--- config.mk ---
export PLATFORM = sky130hd
export DESIGN_NAME = priority_interrupt_controller
export DESIGN_NICKNAME = d
export VERILOG_FILES = /design/src/core/pic_pkg.sv /design/src/core/priority_interrupt_controller.sv
export SDC_FILE = /design/constraint.sdc
export NUM_CORES = 1
export LEC_CHECK = 0
export BUFFER_PORTS_ARGS = -buffer_cell sky130_fd_sc_hd__buf_2
export CAP_MARGIN = 40
export CORE_ASPECT_RATIO = 0.9
export CORE_MARGIN = 8
export CORE_UTILIZATION = 53
export CTS_CLUSTER_DIAMETER = 30
export CTS_CLUSTER_SIZE = 24
export DETAILED_ROUTE_END_ITERATION = 10
export PLACE_DENSITY = 0.79
export SLEW_MARGIN = 20
export SYNTH_ARGS = -nofsm -noshare
export SYNTH_HDL_FRONTEND = slang
export SYNTH_SLANG_ARGS = --single-unit
--- constraint.sdc ---
create_clock -name CLOCK -period 2.7 [get_ports CLOCK]
set_input_delay 0.54 -clock CLOCK [delete_from_list [all_inputs] [get_ports CLOCK]]
set_output_delay 0.54 -clock CLOCK [all_outputs]
set_load 0.02 [all_outputs]
--- src/core/pic_pkg.sv ---
// Shared constants, types and helpers of the priority interrupt controller
package pic_pkg;
	// ----------------------------------------------------------------
	// Sources and vectors
	// ----------------------------------------------------------------
	localparam int              NUM_SRC     = 14;
	localparam int              XSRC_LO     = 5;
	localparam int              XSRC_HI     = 13;
	typedef logic [NUM_SRC-1:0] src_vec_type;
	typedef logic [3:0]         src_idx_type;
	localparam src_idx_type     SRC_EXT_A   = 4'h0;
	localparam src_idx_type     SRC_TIMER_A = 4'h1;
	localparam src_idx_type     SRC_EXT_B   = 4'h2;
	localparam src_idx_type     SRC_TIMER_B = 4'h3;
	localparam src_idx_type     SRC_SERIAL  = 4'h4;
	localparam logic [15:0]     VECTOR_BASE = 16'h0003;
	localparam logic [15:0]     VECTOR_STEP = 16'h0008;
	// ----------------------------------------------------------------
	// Timing
	// ----------------------------------------------------------------
	localparam int              MC_CLOCKS      = 2;
	localparam int              LATENCY_MIN_MC = 3;
	localparam int              LATENCY_MAX_MC = 9;
	// ----------------------------------------------------------------
	// Register map and fields
	// ----------------------------------------------------------------
	localparam logic [7:0]      ADDR_ENABLE_LO   = 8'h00;
	localparam logic [7:0]      ADDR_ENABLE_HI   = 8'h04;
	localparam logic [7:0]      ADDR_PRIORITY_LO = 8'h08;
	localparam logic [7:0]      ADDR_PRIORITY_HI = 8'h0c;
	localparam logic [7:0]      ADDR_TIMER_CTRL  = 8'h10;
	localparam logic [7:0]      ADDR_SERIAL_CTRL = 8'h14;
	localparam logic [7:0]      ADDR_STATUS      = 8'h18;
	localparam logic [7:0]      ADDR_PENDING     = 8'h1c;
	localparam logic [7:0]      REG_RESET        = 8'h00;
	localparam int              TC_EXT_A_EDGE    = 0;
	localparam int              TC_EXT_A_FLAG    = 1;
	localparam int              TC_EXT_B_EDGE    = 2;
	localparam int              TC_EXT_B_FLAG    = 3;
	localparam int              TC_TIMER_A_FLAG  = 5;
	localparam int              TC_TIMER_B_FLAG  = 7;
	localparam int              SC_RX_FLAG       = 0;
	localparam int              SC_TX_FLAG       = 1;
	// ----------------------------------------------------------------
	// Types
	// ----------------------------------------------------------------
	typedef enum logic [1:0] {ST_IDLE = 2'b01, ST_CALL = 2'b10} vec_state_type;
	typedef struct packed {
		logic        valid;
		logic        high;
		src_idx_type idx;
	} pick_type;
	// ----------------------------------------------------------------
	// Helpers
	// ----------------------------------------------------------------
	function automatic pick_type first_pending(input src_vec_type m, input logic high);
		pick_type p;
		p = '{valid: 1'b0, high: high, idx: 4'h0};
		for (int i = NUM_SRC - 1; i >= 0; i--) begin
			if (m[i]) begin
				p.valid = 1'b1;
				p.idx   = 4'(i);
			end
		end
		return p;
	endfunction : first_pending
	function automatic logic [15:0] vector_of(input src_idx_type idx);
		return 16'(VECTOR_BASE + VECTOR_STEP * {12'h000, idx});
	endfunction : vector_of
endpackage : pic_pkg

--- src/core/priority_interrupt_controller.sv ---
// Two-level vectored priority interrupt controller with APB registers
//
// The register addresses and register access over APB were chosen for this implementation.
`timescale 1ns/1ns
module priority_interrupt_controller
	import pic_pkg::*;
(
	// Clock and reset
	input  wire logic               CLOCK,
	input  wire logic               RST_N,
	// APB slave
	input  wire logic               PSEL,
	input  wire logic               PENABLE,
	input  wire logic               PWRITE,
	input  wire logic [7:0]         PADDR,
	input  wire logic [31:0]        PWDATA,
	output logic      [31:0]        PRDATA,
	output logic                    PREADY,
	output logic                    PSLVERR,
	// Request sources
	input  wire logic               EXT_REQ_LINE_A_N,
	input  wire logic               EXT_REQ_LINE_B_N,
	input  wire logic               TIMER_A_OVERFLOW,
	input  wire logic               TIMER_B_OVERFLOW,
	input  wire logic               SERIAL_RX_DONE,
	input  wire logic               SERIAL_TX_DONE,
	input  wire logic [XSRC_HI:XSRC_LO] EXT_REQUEST_BUS,
	output logic      [XSRC_HI:XSRC_LO] EXT_ACKNOWLEDGE_BUS,
	// Instruction sequencer
	input  wire logic               INSTR_LAST,
	input  wire logic               VECTOR_TAKEN,
	input  wire logic               RETI_EXEC,
	output logic                    VECTOR_REQ,
	output logic      [15:0]        VECTOR_ADDR
);
	// ----------------------------------------------------------------
	// Machine cycle divider and pin sampling
	// ----------------------------------------------------------------
	logic        mc_phase, next_mc_phase;
	logic [1:0]  sync1, sync2, samp;
	logic [1:0]  next_sync1, next_sync2, next_samp;
	logic        mc_en;
	logic [1:0]  fall;

	always_comb begin
		next_mc_phase = ~mc_phase;
		mc_en         = mc_phase;
		next_sync1    = {EXT_REQ_LINE_B_N, EXT_REQ_LINE_A_N};
		next_sync2    = sync1;
		next_samp     = mc_en ? sync2 : samp;
		// Edge seen only between two machine-cycle samples, hence the hold times
		fall          = {2{mc_en}} & samp & ~sync2;
	end

	always_ff @(posedge CLOCK or negedge RST_N) begin
		if (!RST_N) begin
			mc_phase <= 1'b0;
			sync1    <= 2'b11;
			sync2    <= 2'b11;
			samp     <= 2'b11;
		end else begin
			mc_phase <= next_mc_phase;
			sync1    <= next_sync1;
			sync2    <= next_sync2;
			samp     <= next_samp;
		end
	end

	// ----------------------------------------------------------------
	// Registers and flags
	// ----------------------------------------------------------------
	logic [7:0]  enable_lo_reg, priority_lo_reg, enable_hi_reg, priority_hi_reg;
	logic [7:0]  timer_control_reg, serial_control_reg;
	logic [7:0]  next_enable_lo, next_priority_lo, next_enable_hi, next_priority_hi;
	logic [7:0]  next_timer_control, next_serial_control;
	logic [31:0] next_prdata;
	logic        wr_en, rd_en, mapped;
	src_vec_type clr_vec, pend, en_vec, pr_vec;
	logic        ext_a_pending_flag, ext_b_pending_flag;
	vec_state_type state, next_state;
	pick_type    sel, next_sel;
	logic        act_hi, act_lo, next_act_hi, next_act_lo;
	logic [15:0] next_vector_addr;

	assign wr_en   = PSEL & PENABLE & PWRITE;
	assign rd_en   = PSEL & ~PENABLE & ~PWRITE;
	assign mapped  = (PADDR[7:5] == 3'h0) & (PADDR[1:0] == 2'h0);
	assign PREADY  = 1'b1;
	assign PSLVERR = PSEL & PENABLE & ~mapped;

	// Level mode shows the inverted machine-cycle pin sample; edge mode shows the stored flag
	assign ext_a_pending_flag = timer_control_reg[TC_EXT_A_EDGE] ?
		timer_control_reg[TC_EXT_A_FLAG] : ~samp[0];
	assign ext_b_pending_flag = timer_control_reg[TC_EXT_B_EDGE] ?
		timer_control_reg[TC_EXT_B_FLAG] : ~samp[1];

	always_comb begin
		next_enable_lo      = enable_lo_reg;
		next_enable_hi      = enable_hi_reg;
		next_priority_lo    = priority_lo_reg;
		next_priority_hi    = priority_hi_reg;
		next_timer_control  = timer_control_reg;
		next_serial_control = serial_control_reg;
		if (wr_en) begin
			unique case (PADDR)
				ADDR_ENABLE_LO:   next_enable_lo      = PWDATA[7:0];
				ADDR_ENABLE_HI:   next_enable_hi      = PWDATA[7:0];
				ADDR_PRIORITY_LO: next_priority_lo    = PWDATA[7:0];
				ADDR_PRIORITY_HI: next_priority_hi    = PWDATA[7:0];
				ADDR_TIMER_CTRL:  next_timer_control  = PWDATA[7:0];
				ADDR_SERIAL_CTRL: next_serial_control = PWDATA[7:0];
				default:          next_enable_lo      = enable_lo_reg;
			endcase
		end
		// Hardware clears only on vectoring; the serial flags are left alone
		if (!(wr_en && (PADDR == ADDR_TIMER_CTRL))) begin
			next_timer_control[TC_EXT_A_FLAG]   = timer_control_reg[TC_EXT_A_FLAG] &
				~clr_vec[SRC_EXT_A];
			next_timer_control[TC_EXT_B_FLAG]   = timer_control_reg[TC_EXT_B_FLAG] &
				~clr_vec[SRC_EXT_B];
			next_timer_control[TC_TIMER_A_FLAG] = timer_control_reg[TC_TIMER_A_FLAG] &
				~clr_vec[SRC_TIMER_A];
			next_timer_control[TC_TIMER_B_FLAG] = timer_control_reg[TC_TIMER_B_FLAG] &
				~clr_vec[SRC_TIMER_B];
		end
		// Set beats any clear in the same cycle
		next_timer_control[TC_EXT_A_FLAG] = timer_control_reg[TC_EXT_A_EDGE] &
			(fall[0] | next_timer_control[TC_EXT_A_FLAG]);
		next_timer_control[TC_EXT_B_FLAG] = timer_control_reg[TC_EXT_B_EDGE] &
			(fall[1] | next_timer_control[TC_EXT_B_FLAG]);
		next_timer_control[TC_TIMER_A_FLAG] = next_timer_control[TC_TIMER_A_FLAG] |
			TIMER_A_OVERFLOW;
		next_timer_control[TC_TIMER_B_FLAG] = next_timer_control[TC_TIMER_B_FLAG] |
			TIMER_B_OVERFLOW;
		next_serial_control[SC_RX_FLAG] = next_serial_control[SC_RX_FLAG] |
			SERIAL_RX_DONE;
		next_serial_control[SC_TX_FLAG] = next_serial_control[SC_TX_FLAG] |
			SERIAL_TX_DONE;
		next_prdata = 32'h0000_0000;
		if (rd_en) begin
			unique case (PADDR)
				ADDR_ENABLE_LO:   next_prdata[7:0]   = enable_lo_reg;
				ADDR_ENABLE_HI:   next_prdata[7:0]   = enable_hi_reg;
				ADDR_PRIORITY_LO: next_prdata[7:0]   = priority_lo_reg;
				ADDR_PRIORITY_HI: next_prdata[7:0]   = priority_hi_reg;
				ADDR_TIMER_CTRL:  next_prdata[7:0]   = timer_control_reg;
				ADDR_SERIAL_CTRL: next_prdata[7:0]   = serial_control_reg;
				ADDR_STATUS:      next_prdata[11:0]  = {sel.idx, 5'h00, VECTOR_REQ, act_hi, act_lo};
				ADDR_PENDING:     next_prdata[13:0]  = pend;
				default:          next_prdata        = 32'h0000_0000;
			endcase
		end
	end

	always_ff @(posedge CLOCK or negedge RST_N) begin
		if (!RST_N) begin
			enable_lo_reg      <= REG_RESET;
			enable_hi_reg      <= REG_RESET;
			priority_lo_reg    <= REG_RESET;
			priority_hi_reg    <= REG_RESET;
			timer_control_reg  <= REG_RESET;
			serial_control_reg <= REG_RESET;
			PRDATA             <= 32'h0000_0000;
		end else begin
			enable_lo_reg      <= next_enable_lo;
			enable_hi_reg      <= next_enable_hi;
			priority_lo_reg    <= next_priority_lo;
			priority_hi_reg    <= next_priority_hi;
			timer_control_reg  <= next_timer_control;
			serial_control_reg <= next_serial_control;
			PRDATA             <= next_prdata;
		end
	end

	// ----------------------------------------------------------------
	// Arbitration and vectoring
	// ----------------------------------------------------------------
	pick_type    pick_h, pick_l, choice;
	src_vec_type elig_hi, elig_lo;

	always_comb begin
		// Extended lines are plain levels from same-clock logic
		pend = {EXT_REQUEST_BUS, serial_control_reg[SC_RX_FLAG] | serial_control_reg[SC_TX_FLAG],
			timer_control_reg[TC_TIMER_B_FLAG], ext_b_pending_flag,
			timer_control_reg[TC_TIMER_A_FLAG], ext_a_pending_flag};
		en_vec  = {enable_hi_reg, enable_lo_reg[5:0]};
		pr_vec  = {priority_hi_reg, priority_lo_reg[5:0]};
		elig_hi = pend & en_vec & pr_vec & {NUM_SRC{~act_hi}};
		elig_lo = pend & en_vec & ~pr_vec & {NUM_SRC{~act_hi & ~act_lo}};
		pick_h  = first_pending(elig_hi, 1'b1);
		pick_l  = first_pending(elig_lo, 1'b0);
		choice  = pick_h.valid ? pick_h : pick_l;
		next_state       = state;
		next_sel         = sel;
		next_act_hi      = act_hi;
		next_act_lo      = act_lo;
		next_vector_addr = VECTOR_ADDR;
		clr_vec          = '0;
		unique case (state)
			ST_IDLE: begin
				// Deciding only at instruction ends bounds the latency
				if (INSTR_LAST && choice.valid) begin
					next_state       = ST_CALL;
					next_sel         = choice;
					next_vector_addr = vector_of(choice.idx);
				end
			end
			ST_CALL: begin
				// Choice frozen until the call is taken; others wait
				if (VECTOR_TAKEN) begin
					next_state = ST_IDLE;
					clr_vec    = src_vec_type'(1) << sel.idx;
					if (sel.high) begin
						next_act_hi = 1'b1;
					end else begin
						next_act_lo = 1'b1;
					end
				end
			end
		endcase
		if (RETI_EXEC && state == ST_IDLE) begin
			if (act_hi) begin
				next_act_hi = 1'b0;
			end else begin
				next_act_lo = 1'b0;
			end
		end
	end

	assign VECTOR_REQ          = (state == ST_CALL);
	assign EXT_ACKNOWLEDGE_BUS = clr_vec[XSRC_HI:XSRC_LO];

	always_ff @(posedge CLOCK or negedge RST_N) begin
		if (!RST_N) begin
			state       <= ST_IDLE;
			sel         <= '0;
			act_hi      <= 1'b0;
			act_lo      <= 1'b0;
			VECTOR_ADDR <= 16'h0000;
		end else begin
			state       <= next_state;
			sel         <= next_sel;
			act_hi      <= next_act_hi;
			act_lo      <= next_act_lo;
			VECTOR_ADDR <= next_vector_addr;
		end
	end

	// ----------------------------------------------------------------
	// Assertions
	// ----------------------------------------------------------------
	property p_edge_clear;
		@(posedge CLOCK) disable iff (!RST_N)
		(VECTOR_TAKEN && VECTOR_REQ && sel.idx == SRC_EXT_A && !wr_en && !fall[0])
		|=> !timer_control_reg[TC_EXT_A_FLAG];
	endproperty
	a_edge_clear: assert property (p_edge_clear) else $error("edge flag kept");
	property p_level_follow;
		@(posedge CLOCK) disable iff (!RST_N)
		!timer_control_reg[TC_EXT_B_EDGE] |-> (ext_b_pending_flag == ~samp[1])
		##1 !timer_control_reg[TC_EXT_B_FLAG];
	endproperty
	a_level_follow: assert property (p_level_follow) else $error("level flag wrong");
	property p_timer_clear;
		@(posedge CLOCK) disable iff (!RST_N)
		(VECTOR_TAKEN && VECTOR_REQ && sel.idx == SRC_TIMER_B && !wr_en && !TIMER_B_OVERFLOW)
		|=> !timer_control_reg[TC_TIMER_B_FLAG];
	endproperty
	a_timer_clear: assert property (p_timer_clear) else $error("timer flag kept");
	property p_ack_pulse;
		@(posedge CLOCK) disable iff (!RST_N)
		(EXT_ACKNOWLEDGE_BUS != '0) |-> (VECTOR_TAKEN && VECTOR_REQ && sel.idx >= 4'h5)
		##1 (EXT_ACKNOWLEDGE_BUS == '0);
	endproperty
	a_ack_pulse: assert property (p_ack_pulse) else $error("bad acknowledge");
	property p_vector_addr;
		@(posedge CLOCK) disable iff (!RST_N)
		VECTOR_REQ |-> (VECTOR_ADDR == 16'h0003 + 16'h0008 * {12'h000, sel.idx});
	endproperty
	a_vector_addr: assert property (p_vector_addr) else $error("wrong vector");
	property p_enabled_only;
		@(posedge CLOCK) disable iff (!RST_N)
		$rose(VECTOR_REQ) |-> $past(INSTR_LAST) &&
		((($past(en_vec) >> sel.idx) & 14'h0001) != 14'h0000);
	endproperty
	a_enabled_only: assert property (p_enabled_only) else $error("disabled vectored");
	property p_same_level;
		@(posedge CLOCK) disable iff (!RST_N)
		$rose(VECTOR_REQ) |-> !$past(act_hi) && (sel.high || !$past(act_lo));
	endproperty
	a_same_level: assert property (p_same_level) else $error("same level nested");
	property p_high_first;
		@(posedge CLOCK) disable iff (!RST_N)
		(state == ST_IDLE && INSTR_LAST && pick_h.valid) |=> VECTOR_REQ && sel.high;
	endproperty
	a_high_first: assert property (p_high_first) else $error("high not first");
	property p_frozen;
		@(posedge CLOCK) disable iff (!RST_N)
		(VECTOR_REQ && !VECTOR_TAKEN) |=> VECTOR_REQ && $stable(sel) && $stable(VECTOR_ADDR);
	endproperty
	a_frozen: assert property (p_frozen) else $error("choice changed");
	property p_reti;
		@(posedge CLOCK) disable iff (!RST_N)
		(RETI_EXEC && !VECTOR_REQ && act_hi) |=> !act_hi && ($past(act_lo) == act_lo);
	endproperty
	a_reti: assert property (p_reti) else $error("level not released");
	c_nest: cover property (@(posedge CLOCK) disable iff (!RST_N) act_lo && act_hi);
	c_ack: cover property (@(posedge CLOCK) disable iff (!RST_N) EXT_ACKNOWLEDGE_BUS[13]);
	c_edge: cover property (@(posedge CLOCK) disable iff (!RST_N) fall[0] ##[1:40] VECTOR_REQ);
endmodule : priority_interrupt_controller

* After elaboration in Yosys (flattened, before gate mapping)
Cells that the tools add are included.
** Word-level totals
- Register bits after elaboration :: 112
- Input port bits :: 63
- Output and inout bits :: 60
- Logic and storage cells :: 173
** Operators by class
- Add/subtract/negate cells :: 1
- Equal/unequal tests :: 11
- Shift-type cells :: 1
- Multiplexer cells :: 86
- Bitwise gates (word level) :: 41
- Reductions and logical operators :: 14
** Operators with widths (number)
- 2-to-1 mux 4 bit :: 28
- bitwise AND 14 bit :: 5
- one-hot mux 8 bit (8 select lines) :: 1
- 2-to-1 mux 1 bit :: 44
- 2-to-1 mux 14 bit :: 3
- == test 8 x 5 -> 1 bit (second input constant) :: 4
- == test 8 x 4 -> 1 bit (second input constant) :: 2
- 2-to-1 mux 8 bit :: 2
- AND reduction 2 bit :: 8
- inverter 14 bit :: 1
- << shifter 1 x 4 -> 14 bit (first input constant) :: 1
- bitwise AND 1 bit :: 13
- inverter 1 bit :: 12
- 2-to-1 mux 2 bit :: 5
- adder 2 x 7 -> 8 bit (first input constant) :: 1
- == test 8 x 3 -> 1 bit (second input constant) :: 1
- logical NOT 8 bit :: 1
- one-hot mux 4 bit (2 select lines) :: 1
- bitwise OR 1 bit :: 7
- 2-to-1 mux 6 bit :: 1
- bitwise AND 2 bit :: 2
- != test 2 bit (second input constant) :: 2
- one-hot mux 2 bit (2 select lines) :: 1
- logical AND 1 bit :: 3
- 5 further kinds :: 5

* Logic depth before layout (Yosys ltp)
Gate-level depths: netlist (run 1).
- Depth after elaboration :: 23
- Mapped depth :: 8
- Depth with buffers taken out :: 6

* Worst setup path after synthesis (run 1)
OpenSTA, ideal clock, no wires.
- Kind :: input to register
- Start :: input port PADDR[7]
- End :: register serial_control_reg[2]
- Setup time :: 0.125 ns
- Data arrival time :: 2.096 ns
- Data required time :: 2.575 ns
- Path slack :: 0.479 ns
- Stages on the path :: 6
- Buffers on the path :: 1
- Cell sequence :: or4_4 > nor2_4 > nand2_2 > or3_1 > buf_6 > mux2_4
** Between the ends
- Longest elaborated chain between the ends :: 2
** RTL lines
- start: declaration :: line priority_interrupt_controller.sv:15 : input wire logic [7:0] PADDR,
- == test 8 x 5 -> 1 bit :: line priority_interrupt_controller.sv:105 : unique case (PADDR)
- AND reduction 2 bit (no line)
- end signal: assignment :: line priority_interrupt_controller.sv:170 : serial_control_reg <= next_serial_control;
- end: declaration :: line priority_interrupt_controller.sv:73 : logic [7:0] timer_control_reg, serial_control_reg;
Every way passes these cells.
A chain may end at the register's enable or synchronous reset.

* Worst setup path after layout (run 1)
- Start :: register act_hi
- End :: register sel[1] (netlist bit)
** Between the ends
- Longest elaborated chain between the ends :: 20
- Elaborated cells between the ends (all ways) :: 61
- Those cells by class :: mux (55); bitwise (4); reduce/logical (2)
** RTL lines
- start: declaration :: line priority_interrupt_controller.sv:82 : logic act_hi, act_lo, next_act_hi, next_act_lo;
- start signal: assignment :: line priority_interrupt_controller.sv:243 : act_hi <= next_act_hi;
- inverter 1 bit (*) :: line priority_interrupt_controller.sv:188, priority_interrupt_controller.sv:189
- bitwise AND 1 bit :: line priority_interrupt_controller.sv:189 : elig_lo = pend & en_vec & ~pr_vec & {NUM_SRC{~act_hi & ~act_lo}};
- bitwise AND 14 bit :: line priority_interrupt_controller.sv:189
- 2-to-1 mux 1 bit (14 in a row) :: line pic_pkg.sv:60 : if (m[i]) begin
- 2-to-1 mux 6 bit (*) :: line priority_interrupt_controller.sv:192 : choice = pick_h.valid ? pick_h : pick_l;
- logical AND 1 bit :: line priority_interrupt_controller.sv:202 : if (INSTR_LAST && choice.valid) begin
- AND reduction 2 bit (no line)
- end signal: assignment :: line priority_interrupt_controller.sv:242 : sel <= next_sel;
- end: declaration :: line priority_interrupt_controller.sv:81 : pick_type sel, next_sel;
Every way passes the cells marked *; elsewhere a longest branch is shown, timed or not.

==> metrics.cfg, run 1 <==
[power_and_ir_drop]
p_seq_share_pct = 48.0
p_int_mw = 1.87
power_frac_clock_pct = 38.7
p_switching_uw = 736
power.combinational.fraction_pct = 13.3
p_leak_nw = 2.54
p_per_cell_area_nw_per_um2 = 499
p_total_mw = 2.61
p_sw_share_pct = 28.2
peakVddDrop_v = 0.000257

[critical_path]
worstSetupPathDepth = 6
timing_worst_setup_path_type = reg2reg
r2r.worst_path.cells = 6
crit_path_max_incr_delay_ns = 0.79
critical_path_required_time_ns = 3.00
highest_delay_cell_along_the_critical_path = sky130_fd_sc_hd__dfrtp_1
timing.critical_path.max_delay_family = simple AND/OR/NAND/NOR gates
worstPathBufferInverterCount = 0
timing.critical_path.arrival_ns = 2.75
path_max_fanout = 20
critPathLaunchType = flip-flop
critical_path_cell_sequence = and4b_1 > nand2b_1 > nor3b_1 > nand3_1 > o32ai_1 > mux2_4
critical_path.endpoint_type = flip-flop

[cells_and_area]
share_of_post_route_cells_with_drive_strength_above_1_pct = 37.4
layout.area.seq_um2 = 1990
final_nets = 558
largest_register_ff_count = 14
multiInputGateArea_um2 = 2400
final_cell_mix = sky130_fd_sc_hd__dfrtp_1 (72), sky130_fd_sc_hd__buf_2 (68), sky130_fd_sc_hd__mux2_2 (45)
insertedDiodeCount = 0
largest_register = PRDATA
mostFrequentLayoutCell = sky130_fd_sc_hd__dfrtp_1
final-instance-count-excl-fill = 619
fillCellCount = 732
areaGrowthSynthToFinish_pct = 12.9

[floorplan]
floorplan.rows = 32
initial_utilization_pct = 54.3
core_area_um2 = 8530
fp.dieH_um = 105
floorplan.die_area_um2 = 12000
die_x_um = 115
io_pins = 123

[timing]
hold_violations = 0
period_share_pct = 90.6
tightestPinTransition_ns = 0.689
whs_ns = 0.161
final_critical_path_setup_slack_ns = 0.254
fmax_achieved_mhz = 409
tns_ns = 0
final.min_clock_period_ns = 2.45
unrepaired_setup_endpoints_after_global_routing = no
clock_skews_ns = 0.0131
max_slew_margin_pct = 54.1
setup_viol = 0
final_max_slew_viol_count = 0

[placement]
dp_slack_ns = 0.119
dp.final_hpwl_um = 9220
io_buf_count = 69
gp_congestion = 0.923
placed_cells = 603

[synth]
synth-main-ff-cell = sky130_fd_sc_hd__dfrtp_1
avgSynthCellArea_um2 = 10.9
synth_enable_flop_cells = 0
syn-instance-count = 424
synth-warning-count = 0
synth_cell_type_count = 65
register_area_share_after_synthesis_pct = 42.9
mappedNetlistArea_um2 = 4630
yosys.area.top_type_share_pct = 38.9
yosys_register_bits = 79
yosys.area.top_type = sky130_fd_sc_hd__dfrtp_1
yosys-top-cells-area = sky130_fd_sc_hd__dfrtp_1 (39%), sky130_fd_sc_hd__mux2_2 (11%), sky130_fd_sc_hd__buf_4 (5.5%), sky130_fd_sc_hd__dfstp_2 (4.0%), sky130_fd_sc_hd__mux2_4 (3.6%)
synthArstFlopShare_pct = 100

[global_route]
gr-usage-met2_pct = 31.9
gr-max-usage-layer = met2
track_usage_pct = 20.5
grt_start_max_net_pins = 42
first_global_vias = 3594
antenna_found_initial = 0
grt_use_met3_pct = 3.74
use_met1_pct = 27.3
global_route.overflow_total = 0
wire_length_of_the_first_global_routing_pass_um = 19100

[drt]
detail_route.vias_per_cell = 5.79
drt_drc_violations_left = 0
antenna_violating_nets_post_route = 0
dr.pass1.iters = 6
detail_route.iter0.violations = 238
vias = 3581
detail_route.wl_per_cell_um = 19.4
postRouteWirelength_um = 12000

[clock_network]
cts.hold.buffers_added = 0
cts_buffers = 9
tritoncts = built
clk_transition_reported_paths_ns = 0.09
post_cts_resize_count = 0
clock-sinks = 79
cts_buffer_depth = 2
worst_skew_pair.late_latency_ns = 0.36
htreeDepth = 3
root_driver = sky130_fd_sc_hd__clkbuf_8
postCtsSetupRepairBufs = 0

[worst_hold_path]
hp-class = in2async

[run]
maxCapViolations = 0

[outcome]
status = completed

power by group through the flow:
stage | clock, mW | combinational (mW) | sequential [mW]
2_1_floorplan | 0 | 0.250 | 1.27
3_3_place_gp | 0 | 0.335 | 1.27
3_5_place_dp | 0 | 0.343 | 1.28
4_1_cts | 1.02 | 0.345 | 1.25
5_1_grt | 1.07 | 0.378 | 1.26
6_report | 1.01 | 0.347 | 1.25
worst reg2reg max path, delay by kind of cell, from the launching register on:
family	cells	cell delay, ns
compound gates	1	0.35
simple gates	4	1.06
mux	1	0.20
flops	1	0.79
cell type report:
class	instances	share of cell area (%)
multi-input cells	318	46.0
flip-flops and latches	79	38.0
repair buffers	79	8.32
well taps	119	2.85
clock buffers	9	2.37
clock inverters	7	1.96
inverters	8	0.574
path summary, 6_finish.rpt:
kind	start	endpoint	slack, ns
max	act_hi	sel[1]	0.25
min	RST_N	timer_control_reg[6]	0.16
max reg2reg	act_hi	sel[1]	0.25
min reg2reg	next_sync2[0]	sync2[0]	0.36
max in group asynchronous	RST_N	next_sync2[0]	1.87
min in group CLOCK	EXT_REQ_LINE_A_N	next_sync2[0]	0.28
synth_stat cells (all sizes together), types with 6 or more instances:
cell	number
nand3b	9
nand2	29
nor3	6
mux2	56
and3	6
mux4	7
nand4b	9
inv	8
nor2	39
a21oi	11
o21ai	18
clkbuf	6
buf	40
mux2i	13
dfstp	7
nand3	13
dfrtp	72
cells by family (layout without fill, tap and decap cells):
family / Yosys count / count (layout) / share of synthesized area, %
and+or+nand+nor: 153 / 153 / 19.4
DFF: 79 / 79 / 42.9
muxes: 76 / 76 / 20.8
AOI/OAI and AO/OA: 60 / 60 / 9.34
buffers and inverters: 54 / 103 / 7.43
other: 2 / 29 / 0.162
through the flow:
stage / area, µm² / utilization [%]
final: 5230 / 61.3
after global routing: 5230 / 61.3
after CTS: 5230 / 61.3
after global placement: 5000 / 58.7
after floorplan: 4730 / -
after detailed placement: 5000 / 58.7
layer usage:
| layer | routed length, µm | vias up | part of all wire [%] |
|---|---|---|---|
| li1 | - | 1616 | - |
| met1 | 5110 | 1780 | 43 |
| met2 | 5560 | 158 | 46 |
| met3 | 992 | 27 | 8.3 |
| met4 | 348 | 0 | 2.9 |
| met5 | 0 | - | 0 |
No activity file was read; power rests on OpenSTA's default activity.
==> run 2, diff against run 1 <==
--- a/config.mk
+++ b/config.mk
@@ -9,11 +9,13 @@
 export CAP_MARGIN = 40
 export CORE_ASPECT_RATIO = 0.9
 export CORE_MARGIN = 8
-export CORE_UTILIZATION = 53
+export CORE_UTILIZATION = 55
+export CTS_BUF_LIST = sky130_fd_sc_hd__clkbuf_8
 export CTS_CLUSTER_DIAMETER = 30
 export CTS_CLUSTER_SIZE = 24
 export DETAILED_ROUTE_END_ITERATION = 10
-export PLACE_DENSITY = 0.79
+export MAX_ROUTING_LAYER = met4
+export PLACE_DENSITY = 0.82
 export SLEW_MARGIN = 20
 export SYNTH_ARGS = -nofsm -noshare
 export SYNTH_HDL_FRONTEND = slang
==> run 2 against run 1 <==
Net effect: count of clock-buffer cells in the layout grew 1; power is essentially flat; non-clock buffer count grew 3; clock skew shrank 0.0019 ns; die area shrank 3.1%; wire length grew 1.3%; hold slack gained 0.027 ns; first-iteration DRC count shrank 15%; critical path type unchanged; critical endpoint is now sel[2]; largest power group unchanged.
==> metrics.cfg, run 2 (synthesized netlist as in run 1, its figures left out) <==
[timing]
clock_skews_ns = 0.0113  ; -0.00188 ns
final.min_clock_period_ns = 2.42  ; -0.0236 ns
period_share_pct = 89.7  ; -0.87 points
tns_ns = 0  ; unchanged
tightestPinTransition_ns = 0.677  ; -0.0123 ns
max_slew_margin_pct = 54.9  ; +0.82 points
hold_violations = 0  ; unchanged
setup_viol = 0  ; unchanged
whs_ns = 0.188  ; +0.0268 ns
fmax_achieved_mhz = 413  ; +0.97%
unrepaired_setup_endpoints_after_global_routing = no
final_max_slew_viol_count = 0  ; unchanged

[critical_path]
critPathLaunchType = flip-flop
critical_path_required_time_ns = 3.00  ; about the same
reg2reg_from = act_hi
setup.worst_path.end = sel[2]
critical_path.endpoint_type = flip-flop
r2r.worst_path.cells = 6  ; unchanged
reg2reg_slack_ns = 0.28  ; +0.02 ns
timing_worst_setup_path_type = reg2reg
startpoint = act_hi
timing.critical_path.arrival_ns = 2.72  ; -0.03 ns
regToRegEndpoint = sel[2]
path_max_fanout = 20  ; unchanged

[floorplan]
io_pins = 123  ; unchanged
initial_utilization_pct = 57.2  ; +2.8 points
fp.dieH_um = 103  ; -1.6%
floorplan.rows = 31  ; -3.1%
floorplan.die_area_um2 = 11600  ; -3.1%
core_area_um2 = 8110  ; -4.9%
die_x_um = 113  ; -1.6%

[cells_and_area]
final_cell_mix = sky130_fd_sc_hd__dfrtp_1 (72), sky130_fd_sc_hd__buf_2 (68), sky130_fd_sc_hd__mux2_2 (45)
largest_register = PRDATA
share_of_post_route_cells_with_drive_strength_above_1_pct = 37.8  ; +0.37 points
final_nets = 561  ; +0.54%
multiInputGateArea_um2 = 2400  ; unchanged
final_util_pct = 64.4  ; +3.1 points
largest_register_ff_count = 14  ; unchanged
fillCellCount = 662  ; -9.6%
mostFrequentLayoutCell = sky130_fd_sc_hd__dfrtp_1
layout.area.seq_um2 = 1990  ; unchanged
areaGrowthSynthToFinish_pct = 12.7
insertedDiodeCount = 0  ; unchanged

[drt]
postRouteWirelength_um = 12200  ; +1.3%
detail_route.iter0.violations = 203  ; -15%
detailroute.wirelength.met3_um = 929  ; -6.4%
detail_route.vias_per_cell = 5.92  ; +2.4%
dr.pass1.iters = 4  ; -2
detail_route.wl_per_cell_um = 20.2  ; +4.2%
top_layer_used = met4
vias = 3565  ; -0.45%
met2_layer_wire_length_in_the_routed_design_um = 5620  ; +1.1%
detail_route.wirelength.met1_um = 5360  ; +5.0%
drt_drc_violations_left = 0  ; unchanged
antenna_violating_nets_post_route = 0  ; unchanged

[clock_network]
post_cts_resize_count = 0  ; unchanged
root_driver = sky130_fd_sc_hd__clkbuf_8
cts_buffers = 9  ; unchanged
cts_buffer_depth = 2  ; unchanged
cts.hold.buffers_added = 0  ; unchanged
worst_skew_pair.late_latency_ns = 0.36  ; about the same
clk_transition_reported_paths_ns = 0.08  ; about the same
postCtsSetupRepairBufs = 0  ; unchanged
tritoncts = built
htreeDepth = 3  ; unchanged
clock-sinks = 79  ; unchanged

[run]
maxCapViolations = 0  ; unchanged

[global_route]
grt_start_max_net_pins = 49  ; +17%
global_route.overflow_total = 0  ; unchanged
wire_length_of_the_first_global_routing_pass_um = 19000  ; -0.69%
first_global_vias = 3629  ; +0.97%
track_usage_pct = 21.9  ; +1.4 points
antenna_found_initial = 0  ; unchanged

[worst_hold_path]
hp-class = in2async

[placement]
gp_congestion = 0.976  ; +5.7%
io_buf_count = 69  ; unchanged
dp.final_hpwl_um = 9250  ; +0.35%

[power_and_ir_drop]
p_total_mw = 2.61  ; about the same
p_per_cell_area_nw_per_um2 = 500  ; +0.25%
peakVddDrop_v = 0.000361  ; +40%
p_leak_nw = 2.55  ; +0.34%

[outcome]
status = completed

## run 2: cell types whose count changed in the layout (fill, tap and decap cells not counted), sizes merged
| cell | previous run | this run |
|---|---|---|
| clkinvlp | 1 | 2 |
| clkbuf | 9 | 10 |
| inv | 11 | 9 |
| buf | 79 | 82 |
## run 2: layer usage
metal / up-vias / track usage, %
met5: - / -
met4: 0 / 7.35
met3: 16 / 6.26
met2: 135 / 34.3
met1: 1784 / 26.8
li1: 1630 / -
## run 2: layout make-up
class | instances | share of cell area (%)
Multi-Input combinational cell | 318 | 46.1
Sequential cell | 79 | 38.0
Timing Repair Buffer | 82 | 8.53
Clock buffer | 10 | 2.64
Tap cell | 99 | 2.37
Clock inverter | 6 | 1.77
Inverter | 8 | 0.575
## run 2: how the worst min path moves through the flow
stage,cells past startpoint,endpoint
floorplan,0,PRDATA[0]
global placement,0,sync2[0]
detailed placement,0,sync2[0]
CTS,1,timer_control_reg[4]
global route,1,timer_control_reg[4]
finish,1,timer_control_reg[4]
## run 2: stage by stage
step	setup WS (ns)	cells	cell area [µm²]
4_1_cts	0.289	602	5220
2_1_floorplan	0.479	451	4730
3_5_place_dp	0.185	586	4990
5_1_grt	0.156	602	5220
3_3_place_gp	0.199	586	4990
6_report	0.278	602	5220
## run 2: where the power goes
| group | internal [mW] | switching (mW) |
|---|---|---|
| registers | 1.23 | 0.0288 |
| logic | 0.116 | 0.233 |
| clock network | 0.550 | 0.457 |
## run 2: worst max-delay path, cell delays in order, from the launching register on
cell                       delay [ns]
sky130_fd_sc_hd__dfrtp_1         0.78
sky130_fd_sc_hd__and4b_1         0.30
sky130_fd_sc_hd__nand2b_1        0.20
sky130_fd_sc_hd__nor3b_1         0.30
sky130_fd_sc_hd__nand3_1         0.22
sky130_fd_sc_hd__o32ai_1         0.36
sky130_fd_sc_hd__mux2_4          0.20
